`src/rtl/ies_pkg.sv`:
```
// Shared constants of the interrupt enable and status block
package ies_pkg;

    // ------------------------------------------------------------
    // Register byte offsets
    // ------------------------------------------------------------
    localparam logic [7:0] OFF_ENABLE_MASK = 8'h00;
    localparam logic [7:0] OFF_PENDING = 8'h04;
    localparam logic [7:0] OFF_INT_STATUS = 8'h08;
    localparam logic [7:0] OFF_INT_MASK = 8'h0c;
    localparam logic [7:0] OFF_LINE_STATUS = 8'h10;

    // ------------------------------------------------------------
    // Field positions and widths
    // ------------------------------------------------------------
    localparam int SRC_WIDTH = 8;
    localparam int BIT_SER_DONE = 3;
    localparam int BIT_SER_READY = 4;
    localparam int BIT_KEYBOARD = 6;
    localparam int BIT_LINE_OWN = 0;
    localparam int BIT_LINE_LOW = 1;
    localparam int ADDR_WIDTH = 8;
    localparam int DATA_WIDTH = 32;

    // ------------------------------------------------------------
    // Reset values
    // ------------------------------------------------------------
    localparam logic [7:0] RST_ENABLE_MASK = 8'h00;
    localparam logic [7:0] RST_INT_STATUS = 8'h00;
    localparam logic [7:0] RST_INT_MASK = 8'h00;

    // ------------------------------------------------------------
    // Timing: leads in device cycles before a source activates
    // ------------------------------------------------------------
    localparam int ENABLE_LEAD_CYCLES = 4;
    localparam int DISABLE_LEAD_CYCLES = 2;
    localparam int ENABLE_DELAY = ENABLE_LEAD_CYCLES - 1;
    localparam int DISABLE_DELAY = DISABLE_LEAD_CYCLES - 1;

    // ------------------------------------------------------------
    // Bus answers
    // ------------------------------------------------------------
    localparam logic [1:0] RESP_OKAY = 2'h0;
    localparam logic [1:0] RESP_SLVERR = 2'h2;

endpackage

```
`src/rtl/ies_irq_ctrl.sv`:
```
// Interrupt enable mask, pending flags and shared request line
`timescale 1ns/1ps

// Summary of operation
// - All sources leave on one line, maskable but for bit 3
// - Enable bit one permits, zero suppresses
// - Enabled activation latches flag, raises request
// - Request held until disable clears every flag
// - Bit 3 follows output shifter idle, unlatched
// - Bit 3 requests even when disabled
// - Disabled non-bit-3 flag reads as one
// - Events while disabled are dropped, not queued
// - Request is open drain, shareable line
// - Enable needs four cycles lead to latch
// - Disable needs two cycles lead; one-cycle window
// - Bit 3 drops only when shifter loads
// - Bit 4 fires on shifter load
// - Bit 6 fires on key code latch
module ies_irq_ctrl #(
    parameter int WIDTH = ies_pkg::SRC_WIDTH
) (
    input wire logic clk_sys,
    input wire logic rst_n,
    // AXI4-Lite write address
    input wire logic awvalid,
    output logic awready,
    input wire logic [ies_pkg::ADDR_WIDTH-1:0] awaddr,
    // AXI4-Lite write data
    input wire logic wvalid,
    output logic wready,
    input wire logic [ies_pkg::DATA_WIDTH-1:0] wdata,
    input wire logic [3:0] wstrb,
    // AXI4-Lite write response
    output logic bvalid,
    input wire logic bready,
    output logic [1:0] bresp,
    // AXI4-Lite read address
    input wire logic arvalid,
    output logic arready,
    input wire logic [ies_pkg::ADDR_WIDTH-1:0] araddr,
    // AXI4-Lite read data
    output logic rvalid,
    input wire logic rready,
    output logic [ies_pkg::DATA_WIDTH-1:0] rdata,
    output logic [1:0] rresp,
    // Event sources
    input wire logic [WIDTH-1:0] srcEvent,
    input wire logic serOutIdle,
    // Shared active-low request line, open drain
    input wire logic irqLineIn,
    output logic irqLineOut,
    output logic irqLineOe,
    // Local sticky interrupt
    output logic intOut
);
    import ies_pkg::*;

    // ------------------------------------------------------------
    // Address decode
    // ------------------------------------------------------------
    function automatic logic [2:0] regSel(input logic [ADDR_WIDTH-1:0] addr);
        if (addr == OFF_ENABLE_MASK) begin
            regSel = 3'h1;
        end else if (addr == OFF_PENDING) begin
            regSel = 3'h2;
        end else if (addr == OFF_INT_STATUS) begin
            regSel = 3'h3;
        end else if (addr == OFF_INT_MASK) begin
            regSel = 3'h4;
        end else if (addr == OFF_LINE_STATUS) begin
            regSel = 3'h5;
        end else begin
            regSel = 3'h0;
        end
    endfunction

    localparam logic [2:0] SEL_NONE = 3'h0;
    localparam logic [2:0] SEL_ENABLE = 3'h1;
    localparam logic [2:0] SEL_PENDING = 3'h2;
    localparam logic [2:0] SEL_STATUS = 3'h3;
    localparam logic [2:0] SEL_IMASK = 3'h4;
    localparam logic [2:0] SEL_LINE = 3'h5;

    // Bit 3 is never latched; it mirrors the output shifter
    localparam logic [WIDTH-1:0] LATCHED_BITS = ~(WIDTH'(1) << BIT_SER_DONE);

    // ------------------------------------------------------------
    // Write channel
    // ------------------------------------------------------------
    logic awHave_q;
    logic wHave_q;
    logic [ADDR_WIDTH-1:0] awAddr_q;
    logic [DATA_WIDTH-1:0] wData_q;
    logic [3:0] wStrb_q;
    logic bvalid_q;
    logic [1:0] bresp_q;
    logic doWrite;
    logic [2:0] wrSel;
    logic wrLow;
    logic awTake;
    logic wTake;

    // Address and data are taken in either order, one write at a time
    assign awready = !awHave_q && !bvalid_q;
    assign wready = !wHave_q && !bvalid_q;
    // Each half is held until its partner arrives
    assign awTake = awvalid && awready;
    assign wTake = wvalid && wready;
    assign doWrite = awHave_q && wHave_q && !bvalid_q;
    assign wrSel = regSel(awAddr_q);
    assign wrLow = doWrite && wStrb_q[0];

    always_ff @(posedge clk_sys) begin
        if (!rst_n) begin
            awHave_q <= 1'b0;
            awAddr_q <= '0;
        end else if (awTake) begin
            awHave_q <= 1'b1;
            awAddr_q <= awaddr;
        end else if (doWrite) begin
            awHave_q <= 1'b0;
        end
    end

    always_ff @(posedge clk_sys) begin
        if (!rst_n) begin
            wHave_q <= 1'b0;
            wData_q <= '0;
            wStrb_q <= 4'h0;
        end else if (wTake) begin
            wHave_q <= 1'b1;
            wData_q <= wdata;
            wStrb_q <= wstrb;
        end else if (doWrite) begin
            wHave_q <= 1'b0;
        end
    end

    // Unmapped writes answer SLVERR and change nothing
    always_ff @(posedge clk_sys) begin
        if (!rst_n) begin
            bvalid_q <= 1'b0;
            bresp_q <= RESP_OKAY;
        end else if (doWrite) begin
            bvalid_q <= 1'b1;
            bresp_q <= (wrSel == SEL_NONE) ? RESP_SLVERR : RESP_OKAY;
        end else if (bready) begin
            bvalid_q <= 1'b0;
        end
    end

    assign bvalid = bvalid_q;
    assign bresp = bresp_q;

    // ------------------------------------------------------------
    // Register write strobes
    // ------------------------------------------------------------
    logic wrEnable;
    logic wrStatus;
    logic wrIMask;

    // Only byte lane 0 carries register bits; other lanes change nothing
    assign wrEnable = wrLow && wrSel == SEL_ENABLE;
    assign wrStatus = wrLow && wrSel == SEL_STATUS;
    assign wrIMask = wrLow && wrSel == SEL_IMASK;

    // ------------------------------------------------------------
    // Enable mask
    // ------------------------------------------------------------
    logic [WIDTH-1:0] enMask_q;
    logic [WIDTH-1:0] enLate;
    logic [WIDTH-1:0] enEarly;
    logic [WIDTH-1:0] gate;

    // Cleared at reset so only bit 3 can pull the shared line until software enables
    always_ff @(posedge clk_sys) begin
        if (!rst_n) begin
            enMask_q <= WIDTH'(RST_ENABLE_MASK);
        end else if (wrEnable) begin
            enMask_q <= wData_q[WIDTH-1:0];
        end
    end

    // Enable must have stood three cycles: written four ahead
    ies_mask_delay #(
        .WIDTH(WIDTH),
        .DEPTH(ENABLE_DELAY)
    ) uEnableDelay (
        .clk_sys(clk_sys),
        .rst_n(rst_n),
        .maskIn(enMask_q),
        .maskOut(enLate)
    );

    // Disable bites after one cycle, leaving the late window
    ies_mask_delay #(
        .WIDTH(WIDTH),
        .DEPTH(DISABLE_DELAY)
    ) uDisableDelay (
        .clk_sys(clk_sys),
        .rst_n(rst_n),
        .maskIn(enMask_q),
        .maskOut(enEarly)
    );

    assign gate = enLate & enEarly;

    // ------------------------------------------------------------
    // Pending latches
    // ------------------------------------------------------------
    logic [WIDTH-1:0] latch_q;
    logic [WIDTH-1:0] setBits;
    logic [WIDTH-1:0] pendRead;
    logic serIdle_q;
    logic serDoneRise;
    logic request;

    // Sources gated off are simply lost; nothing waits for enable
    assign setBits = srcEvent & gate & LATCHED_BITS;

    // A late-window event still lands, then clears once disabled
    always_ff @(posedge clk_sys) begin
        if (!rst_n) begin
            latch_q <= '0;
        end else begin
            latch_q <= (latch_q & enMask_q) | setBits;
        end
    end

    // Reset to the idle level so no false completion follows reset
    always_ff @(posedge clk_sys) begin
        if (!rst_n) begin
            serIdle_q <= 1'b1;
        end else begin
            serIdle_q <= serOutIdle;
        end
    end

    assign serDoneRise = serOutIdle && !serIdle_q;

    // Disabled flags read as one; bit 3 tracks the shifter live
    always_comb begin
        pendRead = latch_q | ~enMask_q;
        pendRead[BIT_SER_DONE] = serOutIdle;
    end

    // Bit 3 requests regardless of its enable, as a software trigger
    assign request = |latch_q || serOutIdle;

    // Only pulls low; other devices share the same wire
    assign irqLineOut = 1'b0;
    assign irqLineOe = request;

    // ------------------------------------------------------------
    // Sticky event status for the local interrupt
    // ------------------------------------------------------------
    logic [WIDTH-1:0] stEvent;
    logic [WIDTH-1:0] stClear;
    logic [WIDTH-1:0] stStatus;
    logic [WIDTH-1:0] stMask;

    // Local copy records each bit 3 completion as an edge
    always_comb begin
        stEvent = setBits;
        stEvent[BIT_SER_DONE] = serDoneRise;
    end

    assign stClear = wrStatus ? wData_q[WIDTH-1:0] : '0;

    ies_sticky_irq #(
        .WIDTH(WIDTH)
    ) uSticky (
        .clk_sys(clk_sys),
        .rst_n(rst_n),
        .eventIn(stEvent),
        .clearBits(stClear),
        .maskWrite(wrIMask),
        .maskData(wData_q[WIDTH-1:0]),
        .status(stStatus),
        .mask(stMask),
        .irqOut(intOut)
    );

    // ------------------------------------------------------------
    // Line status
    // ------------------------------------------------------------
    logic [DATA_WIDTH-1:0] lineWord;

    // The wire may be low from other devices while this block is quiet
    always_comb begin
        lineWord = '0;
        lineWord[BIT_LINE_OWN] = request;
        lineWord[BIT_LINE_LOW] = !irqLineIn;
    end

    // ------------------------------------------------------------
    // Read channel
    // ------------------------------------------------------------
    logic rvalid_q;
    logic [DATA_WIDTH-1:0] rdata_q;
    logic [1:0] rresp_q;
    logic [2:0] rdSel;
    logic [DATA_WIDTH-1:0] rdMux;

    assign arready = !rvalid_q;
    assign rdSel = regSel(araddr);

    // Reads have no side effect; the enable mask is write only
    always_comb begin
        rdMux = '0;
        if (rdSel == SEL_PENDING) begin
            rdMux[WIDTH-1:0] = pendRead;
        end else if (rdSel == SEL_STATUS) begin
            rdMux[WIDTH-1:0] = stStatus;
        end else if (rdSel == SEL_IMASK) begin
            rdMux[WIDTH-1:0] = stMask;
        end else if (rdSel == SEL_LINE) begin
            rdMux = lineWord;
        end
    end

    // Unmapped reads answer SLVERR with zero data
    always_ff @(posedge clk_sys) begin
        if (!rst_n) begin
            rvalid_q <= 1'b0;
            rdata_q <= '0;
            rresp_q <= RESP_OKAY;
        end else if (arvalid && arready) begin
            rvalid_q <= 1'b1;
            rdata_q <= rdMux;
            rresp_q <= (rdSel == SEL_NONE) ? RESP_SLVERR : RESP_OKAY;
        end else if (rready) begin
            rvalid_q <= 1'b0;
        end
    end

    assign rvalid = rvalid_q;
    assign rdata = rdata_q;
    assign rresp = rresp_q;

endmodule

```
`src/rtl/ies_mask_delay.sv`:
```
// Delayed copy of the enable mask for write-to-effect timing
`timescale 1ns/1ps
module ies_mask_delay #(
    parameter int WIDTH = 8,
    parameter int DEPTH = 3
) (
    input wire logic clk_sys,
    input wire logic rst_n,
    input wire logic [WIDTH-1:0] maskIn,
    output logic [WIDTH-1:0] maskOut
);

    logic [WIDTH-1:0] stage_q [DEPTH];

    always_ff @(posedge clk_sys) begin
        if (!rst_n) begin
            for (int i = 0; i < DEPTH; i++) begin
                stage_q[i] <= '0;
            end
        end else begin
            stage_q[0] <= maskIn;
            for (int i = 1; i < DEPTH; i++) begin
                stage_q[i] <= stage_q[i-1];
            end
        end
    end

    assign maskOut = stage_q[DEPTH-1];

endmodule

```
`src/rtl/ies_sticky_irq.sv`:
```
// Sticky event status with write-one-to-clear and mask gating
`timescale 1ns/1ps
module ies_sticky_irq #(
    parameter int WIDTH = 8
) (
    input wire logic clk_sys,
    input wire logic rst_n,
    input wire logic [WIDTH-1:0] eventIn,
    input wire logic [WIDTH-1:0] clearBits,
    input wire logic maskWrite,
    input wire logic [WIDTH-1:0] maskData,
    output logic [WIDTH-1:0] status,
    output logic [WIDTH-1:0] mask,
    output logic irqOut
);
    import ies_pkg::*;

    logic [WIDTH-1:0] status_q;
    logic [WIDTH-1:0] mask_q;

    // Set beats clear so an event on the clearing edge is kept
    always_ff @(posedge clk_sys) begin
        if (!rst_n) begin
            status_q <= RST_INT_STATUS[WIDTH-1:0];
        end else begin
            status_q <= (status_q & ~clearBits) | eventIn;
        end
    end

    always_ff @(posedge clk_sys) begin
        if (!rst_n) begin
            mask_q <= RST_INT_MASK[WIDTH-1:0];
        end else if (maskWrite) begin
            mask_q <= maskData;
        end
    end

    assign status = status_q;
    assign mask = mask_q;
    assign irqOut = |(status_q & mask_q);

endmodule

```
`config.mk`:
```
export PLATFORM = sky130hd
export DESIGN_NAME = ies_irq_ctrl
export DESIGN_NICKNAME = d
export VERILOG_FILES = /design/src/rtl/ies_pkg.sv /design/src/rtl/ies_irq_ctrl.sv /design/src/rtl/ies_mask_delay.sv /design/src/rtl/ies_sticky_irq.sv
export SDC_FILE = /design/constraint.sdc
export NUM_CORES = 1
export LEC_CHECK = 0
export BUFFER_PORTS_ARGS = -buffer_cell sky130_fd_sc_hd__buf_2
export CAP_MARGIN = 30
export CORE_ASPECT_RATIO = 2
export CORE_MARGIN = 1
export CORE_UTILIZATION = 45
export DETAILED_ROUTE_END_ITERATION = 10
export GPL_ROUTABILITY_DRIVEN = 0
export PLACE_DENSITY = 0.86
export SETUP_SLACK_MARGIN = 0.15
export SLEW_MARGIN = 40
export SYNTH_ARGS = -nofsm -noshare
export SYNTH_HDL_FRONTEND = slang
export SYNTH_SLANG_ARGS = --single-unit
```
`constraint.sdc`:
```
create_clock -name clk_sys -period 2 [get_ports clk_sys]
set_input_delay 0.1 -clock clk_sys [delete_from_list [all_inputs] [get_ports clk_sys]]
set_output_delay 0.1 -clock clk_sys [all_outputs]
set_load 0.02 [all_outputs]
```
==> flow_summary.json, run 1 <==
{
  "status": "complete, no violations",
  "startpoint_type": "flip-flop",
  "min_path_type": "in2reg",
  "overflow": 0,
  "cts_tree": "yes",
  "dieArea_sq_um": 8060,
  "synth_xor_area_share_pct": 0,
  "area_growth_pct": 18.4,
  "io_pins": 113,
  "dp_hpwl_mm": 5.67,
  "synth_edf_count": 0,
  "ys_seq_elements": 85,
  "synth_top_area_share_pct": 49.2,
  "vias": 2967,
  "slew_headroom_pct": 64.2,
  "num_antenna_cells": 0,
  "die_w_um": 64,
  "mostFrequentLayoutCells": "85 x dfxtp_1, 57 x buf_2, 43 x a21oi_1",
  "fin_setup_tns_ns": 0,
  "ff2ff_path_depth": 5,
  "synthCells": 394,
  "placed_area_sq_um": 3760,
  "nFillCells": 672,
  "hold_depth": 3,
  "synthTopCellsByArea": "dfxtp_1 49%, a21oi_1 6.2%, buf_4 5.9%, nand2_1 4.4%, and2_1 4.3%",
  "drc": 0,
  "final_common_cell": "dfxtp_1",
  "wl_mm": 7.79,
  "finalCritPeriodShare_pct": 95.5,
  "rrSetupSlack_ns": 0.09,
  "worstPathArrival_ns": 2.11,
  "r2r_end": "uSticky.status[7]",
  "firstDrtPassIters": 4,
  "regToRegStartpoint": "awAddr_q[1]",
  "rsz0062_at_grt": "yes",
  "drt-initial-drc-count": 128,
  "path_clk_slew_ns": 0.06,
  "finalSetupViolations": 0,
  "synth_simple_gate_area_share_pct": 21.8,
  "ys_seq_area_share_pct": 49.2,
  "total_power_mw": 3.60,
  "crit_path_max_fanout": 8,
  "die_h_um": 126,
  "endpoint_kind": "flip-flop",
  "grt_pass1_wl_mm": 13.1,
  "antenna_left": 0,
  "crit_required_ns": 2.20,
  "synth_fa_ha_area_share_pct": 0,
  "synth_compound_area_share_pct": 19.9,
  "cts-root-buf": "clkbuf_16",
  "leakage_nw": 1.61,
  "row_count": 44,
  "clk_latency_ns": 0.34,
  "clock-sinks": 85,
  "synth_cell_types": 37,
  "ir_drop_uv": 573,
  "muxShareOfSynthArea_pct": 0,
  "worstMarginPinSlew_ns": 0.531,
  "nNetsFinal": 525,
  "grt_pass1_vias": 2995,
  "numPortBuffers": 57,
  "utilization_pct": 55.9,
  "synth_top_family_by_area": "simple AND/OR/NAND/NOR gates",
  "finalNonFillerCells": 553,
  "critical_path_class": "reg2reg",
  "final_area_sq_um": 4100,
  "clock_path_buffers": 2,
  "cts_buffers": 9,
  "period_needed_ns": 1.91,
  "dp.cells": 531,
  "avgSynthCellArea_sq_um": 8.78,
  "async_reset_ff_share_pct": 0,
  "drv_slew": 0,
  "finClkSkew_ns": 0.00747,
  "max_freq_ghz": 0.523,
  "drive_above_1_share_pct": 19.1,
  "hp-start": "awaddr[1]",
  "wl_per_cell_um": 14.1,
  "synth_top_area_cell": "dfxtp_1",
  "coreArea_sq_um": 7320,
  "yosysWarnings": 0,
  "routed_via_density": 5.37,
  "synth-main-ff-cell": "dfxtp_1",
  "antenna_found_initial": 0,
  "grt_usage_pct": 20.9,
  "syn_area_sq_um": 3460,
  "maxCapViolCount": 0,
  "p_per_area_nw_per_um2": 878,
  "whs_endpoint": "awAddr_q[1]",
  "ctsHtreeMaxLevel": 3,
  "start_util_pct": 47.2,
  "grt_max_degree": 50,
  "final_hold_viol_count": 0
}
-- report_power, final --
| part | leakage, nW | switching [mW] | internal [mW] |
|---|---|---|---|
| clock network | 0.134 | 0.645 | 0.845 |
| logic | 0.786 | 0.217 | 0.114 |
| registers | 0.690 | 0.0404 | 1.73 |
| total | 1.61 | 0.902 | 2.69 |
-- critical path, cell delays in order (launching register included) --
cell and delay (ns):
dfxtp_1 0.31, or4_4 0.53, or4_4 0.46, nor3b_4 0.23
buf_12 0.15, a311oi_1 0.09
-- Yosys cell counts, types with 8 or more instances --
cell	count
a31oi_1	9
nand2_1	41
inv_1	8
dfxtp_1	85
nand3_1	18
clkbuf_1	17
o21ai_0	28
nand2b_1	11
and2_1	24
a21oi_1	43
nor2_1	14
buf_4	27
nand4_1	10
-- layer usage --
metal  wire, um  vias to the layer above  track usage (%)  share of wire, %
li1           -                     1476                -                 -
met1       2950                     1362             21.0                38
met2       4110                      103             37.4                53
met3        376                       26             4.98               4.8
met4        353                        0             13.2               4.5
met5          0                        -                0                 0
-- worst max-delay path by stage --
stage	startpoint	to	slack, ns	cells past startpoint
after global placement	awAddr_q[1]	uSticky.status[2]	0.13	5
after CTS	awAddr_q[1]	uSticky.mask[3]	0.10	5
after detailed placement	awAddr_q[1]	uSticky.mask[4]	0.07	5
after global routing	awAddr_q[1]	uSticky.status[5]	0.02	5
after floorplan	awAddr_q[1]	uSticky.status[1]	0.08	5
final	awAddr_q[1]	uSticky.status[7]	0.09	5
-- repair_timing --
item,4_1_cts,5_1_grt
hold buffers,5,0
setup buffers,1,0
endpoints found under the setup margin,24,24
endpoints found under the hold margin,5,0
resized for setup,2,15
pin swaps,0,0
-- stage by stage --
step / hold WS, ns / setup slack (ns)
after floorplan: 0.201 / 0.0839
after global placement: 0.342 / 0.130
after detailed placement: 0.345 / 0.0688
after CTS: 0.000276 / 0.103
after global routing: 0.00325 / 0.0195
final: 0.00406 / 0.0893
-- registers in the layout, summed over array words and instances, names as in the netlist --
name	cells
latch_q	8
rdata	8
serIdle_q	1
enMask_q	8
uDisableDelay.stage_q	6
awHave_q	1
uSticky.status	8
bvalid	1
bresp	1
uSticky.mask	8
wStrb_q	1
wHave_q	1
wData_q	8
awAddr_q	8
uEnableDelay.stage_q	15
rresp	1
rvalid	1
-- cell families (layout without fill, tap and decap cells) --
group | Yosys count | count (layout)
and+or+nand+nor | 141 | 141
AOI/OAI and AO/OA | 112 | 112
DFF | 85 | 85
buffers and inverters | 55 | 96
other | 1 | 27
-- area by class of cell --
cell class / count / area, sq um / share of cell area [%]
repair buffers: 72 / 427 / 10.4
clock buffers: 11 / 233 / 5.68
inverters: 8 / 30.0 / 0.733
multi-input cells: 280 / 1550 / 37.9
flip-flops and latches: 85 / 1700 / 41.6
well taps: 92 / 115 / 2.81
clock inverters: 5 / 36.3 / 0.886
(Power assumes the default switching activity.)
==> run 2: changes to the inputs <==
--- a/config.mk
+++ b/config.mk
@@ -12,6 +12,7 @@
 export CORE_UTILIZATION = 45
 export DETAILED_ROUTE_END_ITERATION = 10
 export GPL_ROUTABILITY_DRIVEN = 0
+export GPL_TIMING_DRIVEN = 0
 export PLACE_DENSITY = 0.86
 export SETUP_SLACK_MARGIN = 0.15
 export SLEW_MARGIN = 40
==> flow_summary.json, run 2 (synthesis gave the netlist of run 1 again) <==
{
  "maxCapViolCount": 0,
  "nNetsFinal": 565,
  "num_antenna_cells": 0,
  "worstPathArrival_ns": 2.26,
  "overflow": 0,
  "fin_setup_tns_ns": -0.388,
  "ff2ff_path_depth": 6,
  "p_per_area_nw_per_um2": 913,
  "cts-root-buf": "clkbuf_16",
  "start_util_pct": 47.2,
  "path_clk_slew_ns": 0.06,
  "status": "finished, violations left",
  "endpoint": "uSticky.status[1]",
  "die_w_um": 64,
  "endpoint_kind": "flip-flop",
  "clock_path_buffers": 2,
  "finalCritPeriodShare_pct": 103,
  "grt_pass1_vias": 3282,
  "regToRegStartpoint": "awAddr_q[6]",
  "clock-sinks": 85,
  "antenna_found_initial": 0,
  "period_needed_ns": 2.07,
  "worstMarginPinSlew_ns": 0.746,
  "dp.cells": 568,
  "crit_chain": "or4_4, or4_4, buf_6, nor3b_4, buf_4, a311oi_1",
  "numPortBuffers": 56,
  "violations": "negative setup slack",
  "cp_slowest_stage_delay_ns": 0.53,
  "area_growth_pct": 30.5,
  "finalNonFillerCells": 593,
  "cp_num_cells": 6,
  "ctsHtreeMaxLevel": 3,
  "grt_pass1_wl_mm": 14.9,
  "final_common_cell": "dfxtp_1",
  "drv_slew": 0,
  "row_count": 44,
  "finClkSkew_ns": 0.00586,
  "dieArea_sq_um": 8060,
  "min_path_type": "in2reg",
  "antenna_left": 0,
  "cts_buffers": 9,
  "drive_above_1_share_pct": 25.7,
  "ir_drop_uv": 704,
  "drc": 0,
  "crit_required_ns": 2.19,
  "largest_register_ffs": 15,
  "leakage_nw": 1.81,
  "cp.buffers_inverters": 2,
  "dp_hpwl_mm": 6.46,
  "firstDrtPassIters": 5,
  "path_delay_family": "simple AND/OR/NAND/NOR gates",
  "coreArea_sq_um": 7320,
  "rrSetupSlack_ns": -0.07,
  "crit_start": "awAddr_q[6]",
  "hold_ws_ns": 0.00624,
  "die_h_um": 126,
  "mostFrequentLayoutCells": "85 x dfxtp_1, 57 x buf_2, 41 x a21oi_1, 41 x nand2_1, 31 x buf_4",
  "slew_headroom_pct": 49.8,
  "grt_max_degree": 15,
  "cts_tree": "yes",
  "crit_path_max_fanout": 4,
  "vias": 3310,
  "largest-register": "uEnableDelay.stage_q",
  "routed_via_density": 5.58,
  "cp_slowest_cell": "or4_4",
  "wl_mm": 9.46,
  "fin_ws_ns": -0.0693,
  "cpMostUsedCell": "or4_4",
  "max_freq_ghz": 0.483,
  "drt-initial-drc-count": 208,
  "wl_per_cell_um": 15.9,
  "final_hold_viol_count": 0,
  "finalSetupViolations": 7,
  "total_power_mw": 4.12,
  "utilization_pct": 61.7,
  "startpoint_type": "flip-flop",
  "grt_usage_pct": 24.2,
  "io_pins": 113,
  "rsz0062_at_grt": "yes",
  "critical_path_class": "reg2reg",
  "r2r_end": "uSticky.status[1]",
  "clk_latency_ns": 0.34
}
## run 2: cell types whose count changed in the layout (fill, tap and decap cells not counted), sizes merged
| cell | before | now |
|---|---|---|
| buf | 67 | 91 |
| clkbuf | 11 | 28 |
| bufinv | 0 | 3 |
| clkinv | 4 | 1 |
| clkinvlp | 0 | 1 |
| dlygate4sd3 | 5 | 4 |
| inv | 9 | 8 |
## run 2: metal layers
metal  wire (um)  global-route usage, %  vias up  part of all wire (%)
met5           0                      0        -                     0
li1            -                      -     1558                     -
met1        3130                   21.6     1530                    33
met2        5080                   44.9      173                    54
met3         620                   5.53       49                   6.6
met4         624                   18.4        0                   6.6
## run 2: power breakdown
group,internal [mW],total [mW],switching [mW]
Sequential,1.73,1.77,0.0379
Clock,1.29,1.95,0.660
Combinational,0.151,0.400,0.250
## run 2: worst min path at each step
| stage | endpoint | depth (start not counted) | from | slack [ns] |
|---|---|---|---|---|
| 2_1_floorplan | serIdle_q | 1 | serOutIdle | 0.20 |
| 3_3_place_gp | awAddr_q[5] | 3 | awaddr[5] | 0.34 |
| 3_5_place_dp | awAddr_q[6] | 3 | awaddr[6] | 0.35 |
| 4_1_cts | awAddr_q[0] | 3 | awaddr[0] | 0.0007 |
| 5_1_grt | awAddr_q[0] | 3 | awaddr[0] | 0.02 |
| 6_report | wData_q[3] | 3 | wdata[3] | 0.006 |
## run 2: area by class of cell
type                            instances  area, sq um
Fill cell                             607         2810
Tap cell                               92          115
Clock inverter                          5          106
Sequential cell                        85         1700
Timing Repair Buffer                   65          370
Buffer                                 47          297
Inverter                                8         30.0
Multi-Input combinational cell        280         1640
Clock buffer                           11          253
## run 2: metrics by stage
step	cell area (sq um)	worst slack (ns)
6_report	4520	-0.0693
2_1_floorplan	3570	0.0839
3_5_place_dp	3960	-0.160
4_1_cts	4460	-0.0295
3_3_place_gp	3960	-0.128
5_1_grt	4520	-0.0945
## run 2: repair_timing
action                                 4_1_cts  5_1_grt
endpoints found under the hold margin        4        0
buffers inserted                             5        0
hold buffers                                 4        0
pin swaps                                   10        1
setup endpoints to repair                   24       24
cloned                                       0        0
gates resized for setup                     28       10
## run 2: worst register-to-register path: stages, from the launching register on
cell and delay (ns):
dfxtp_1 0.31, or4_4 0.53, or4_4 0.43, buf_6 0.15, nor3b_4 0.24, buf_4 0.17
a311oi_1 0.09
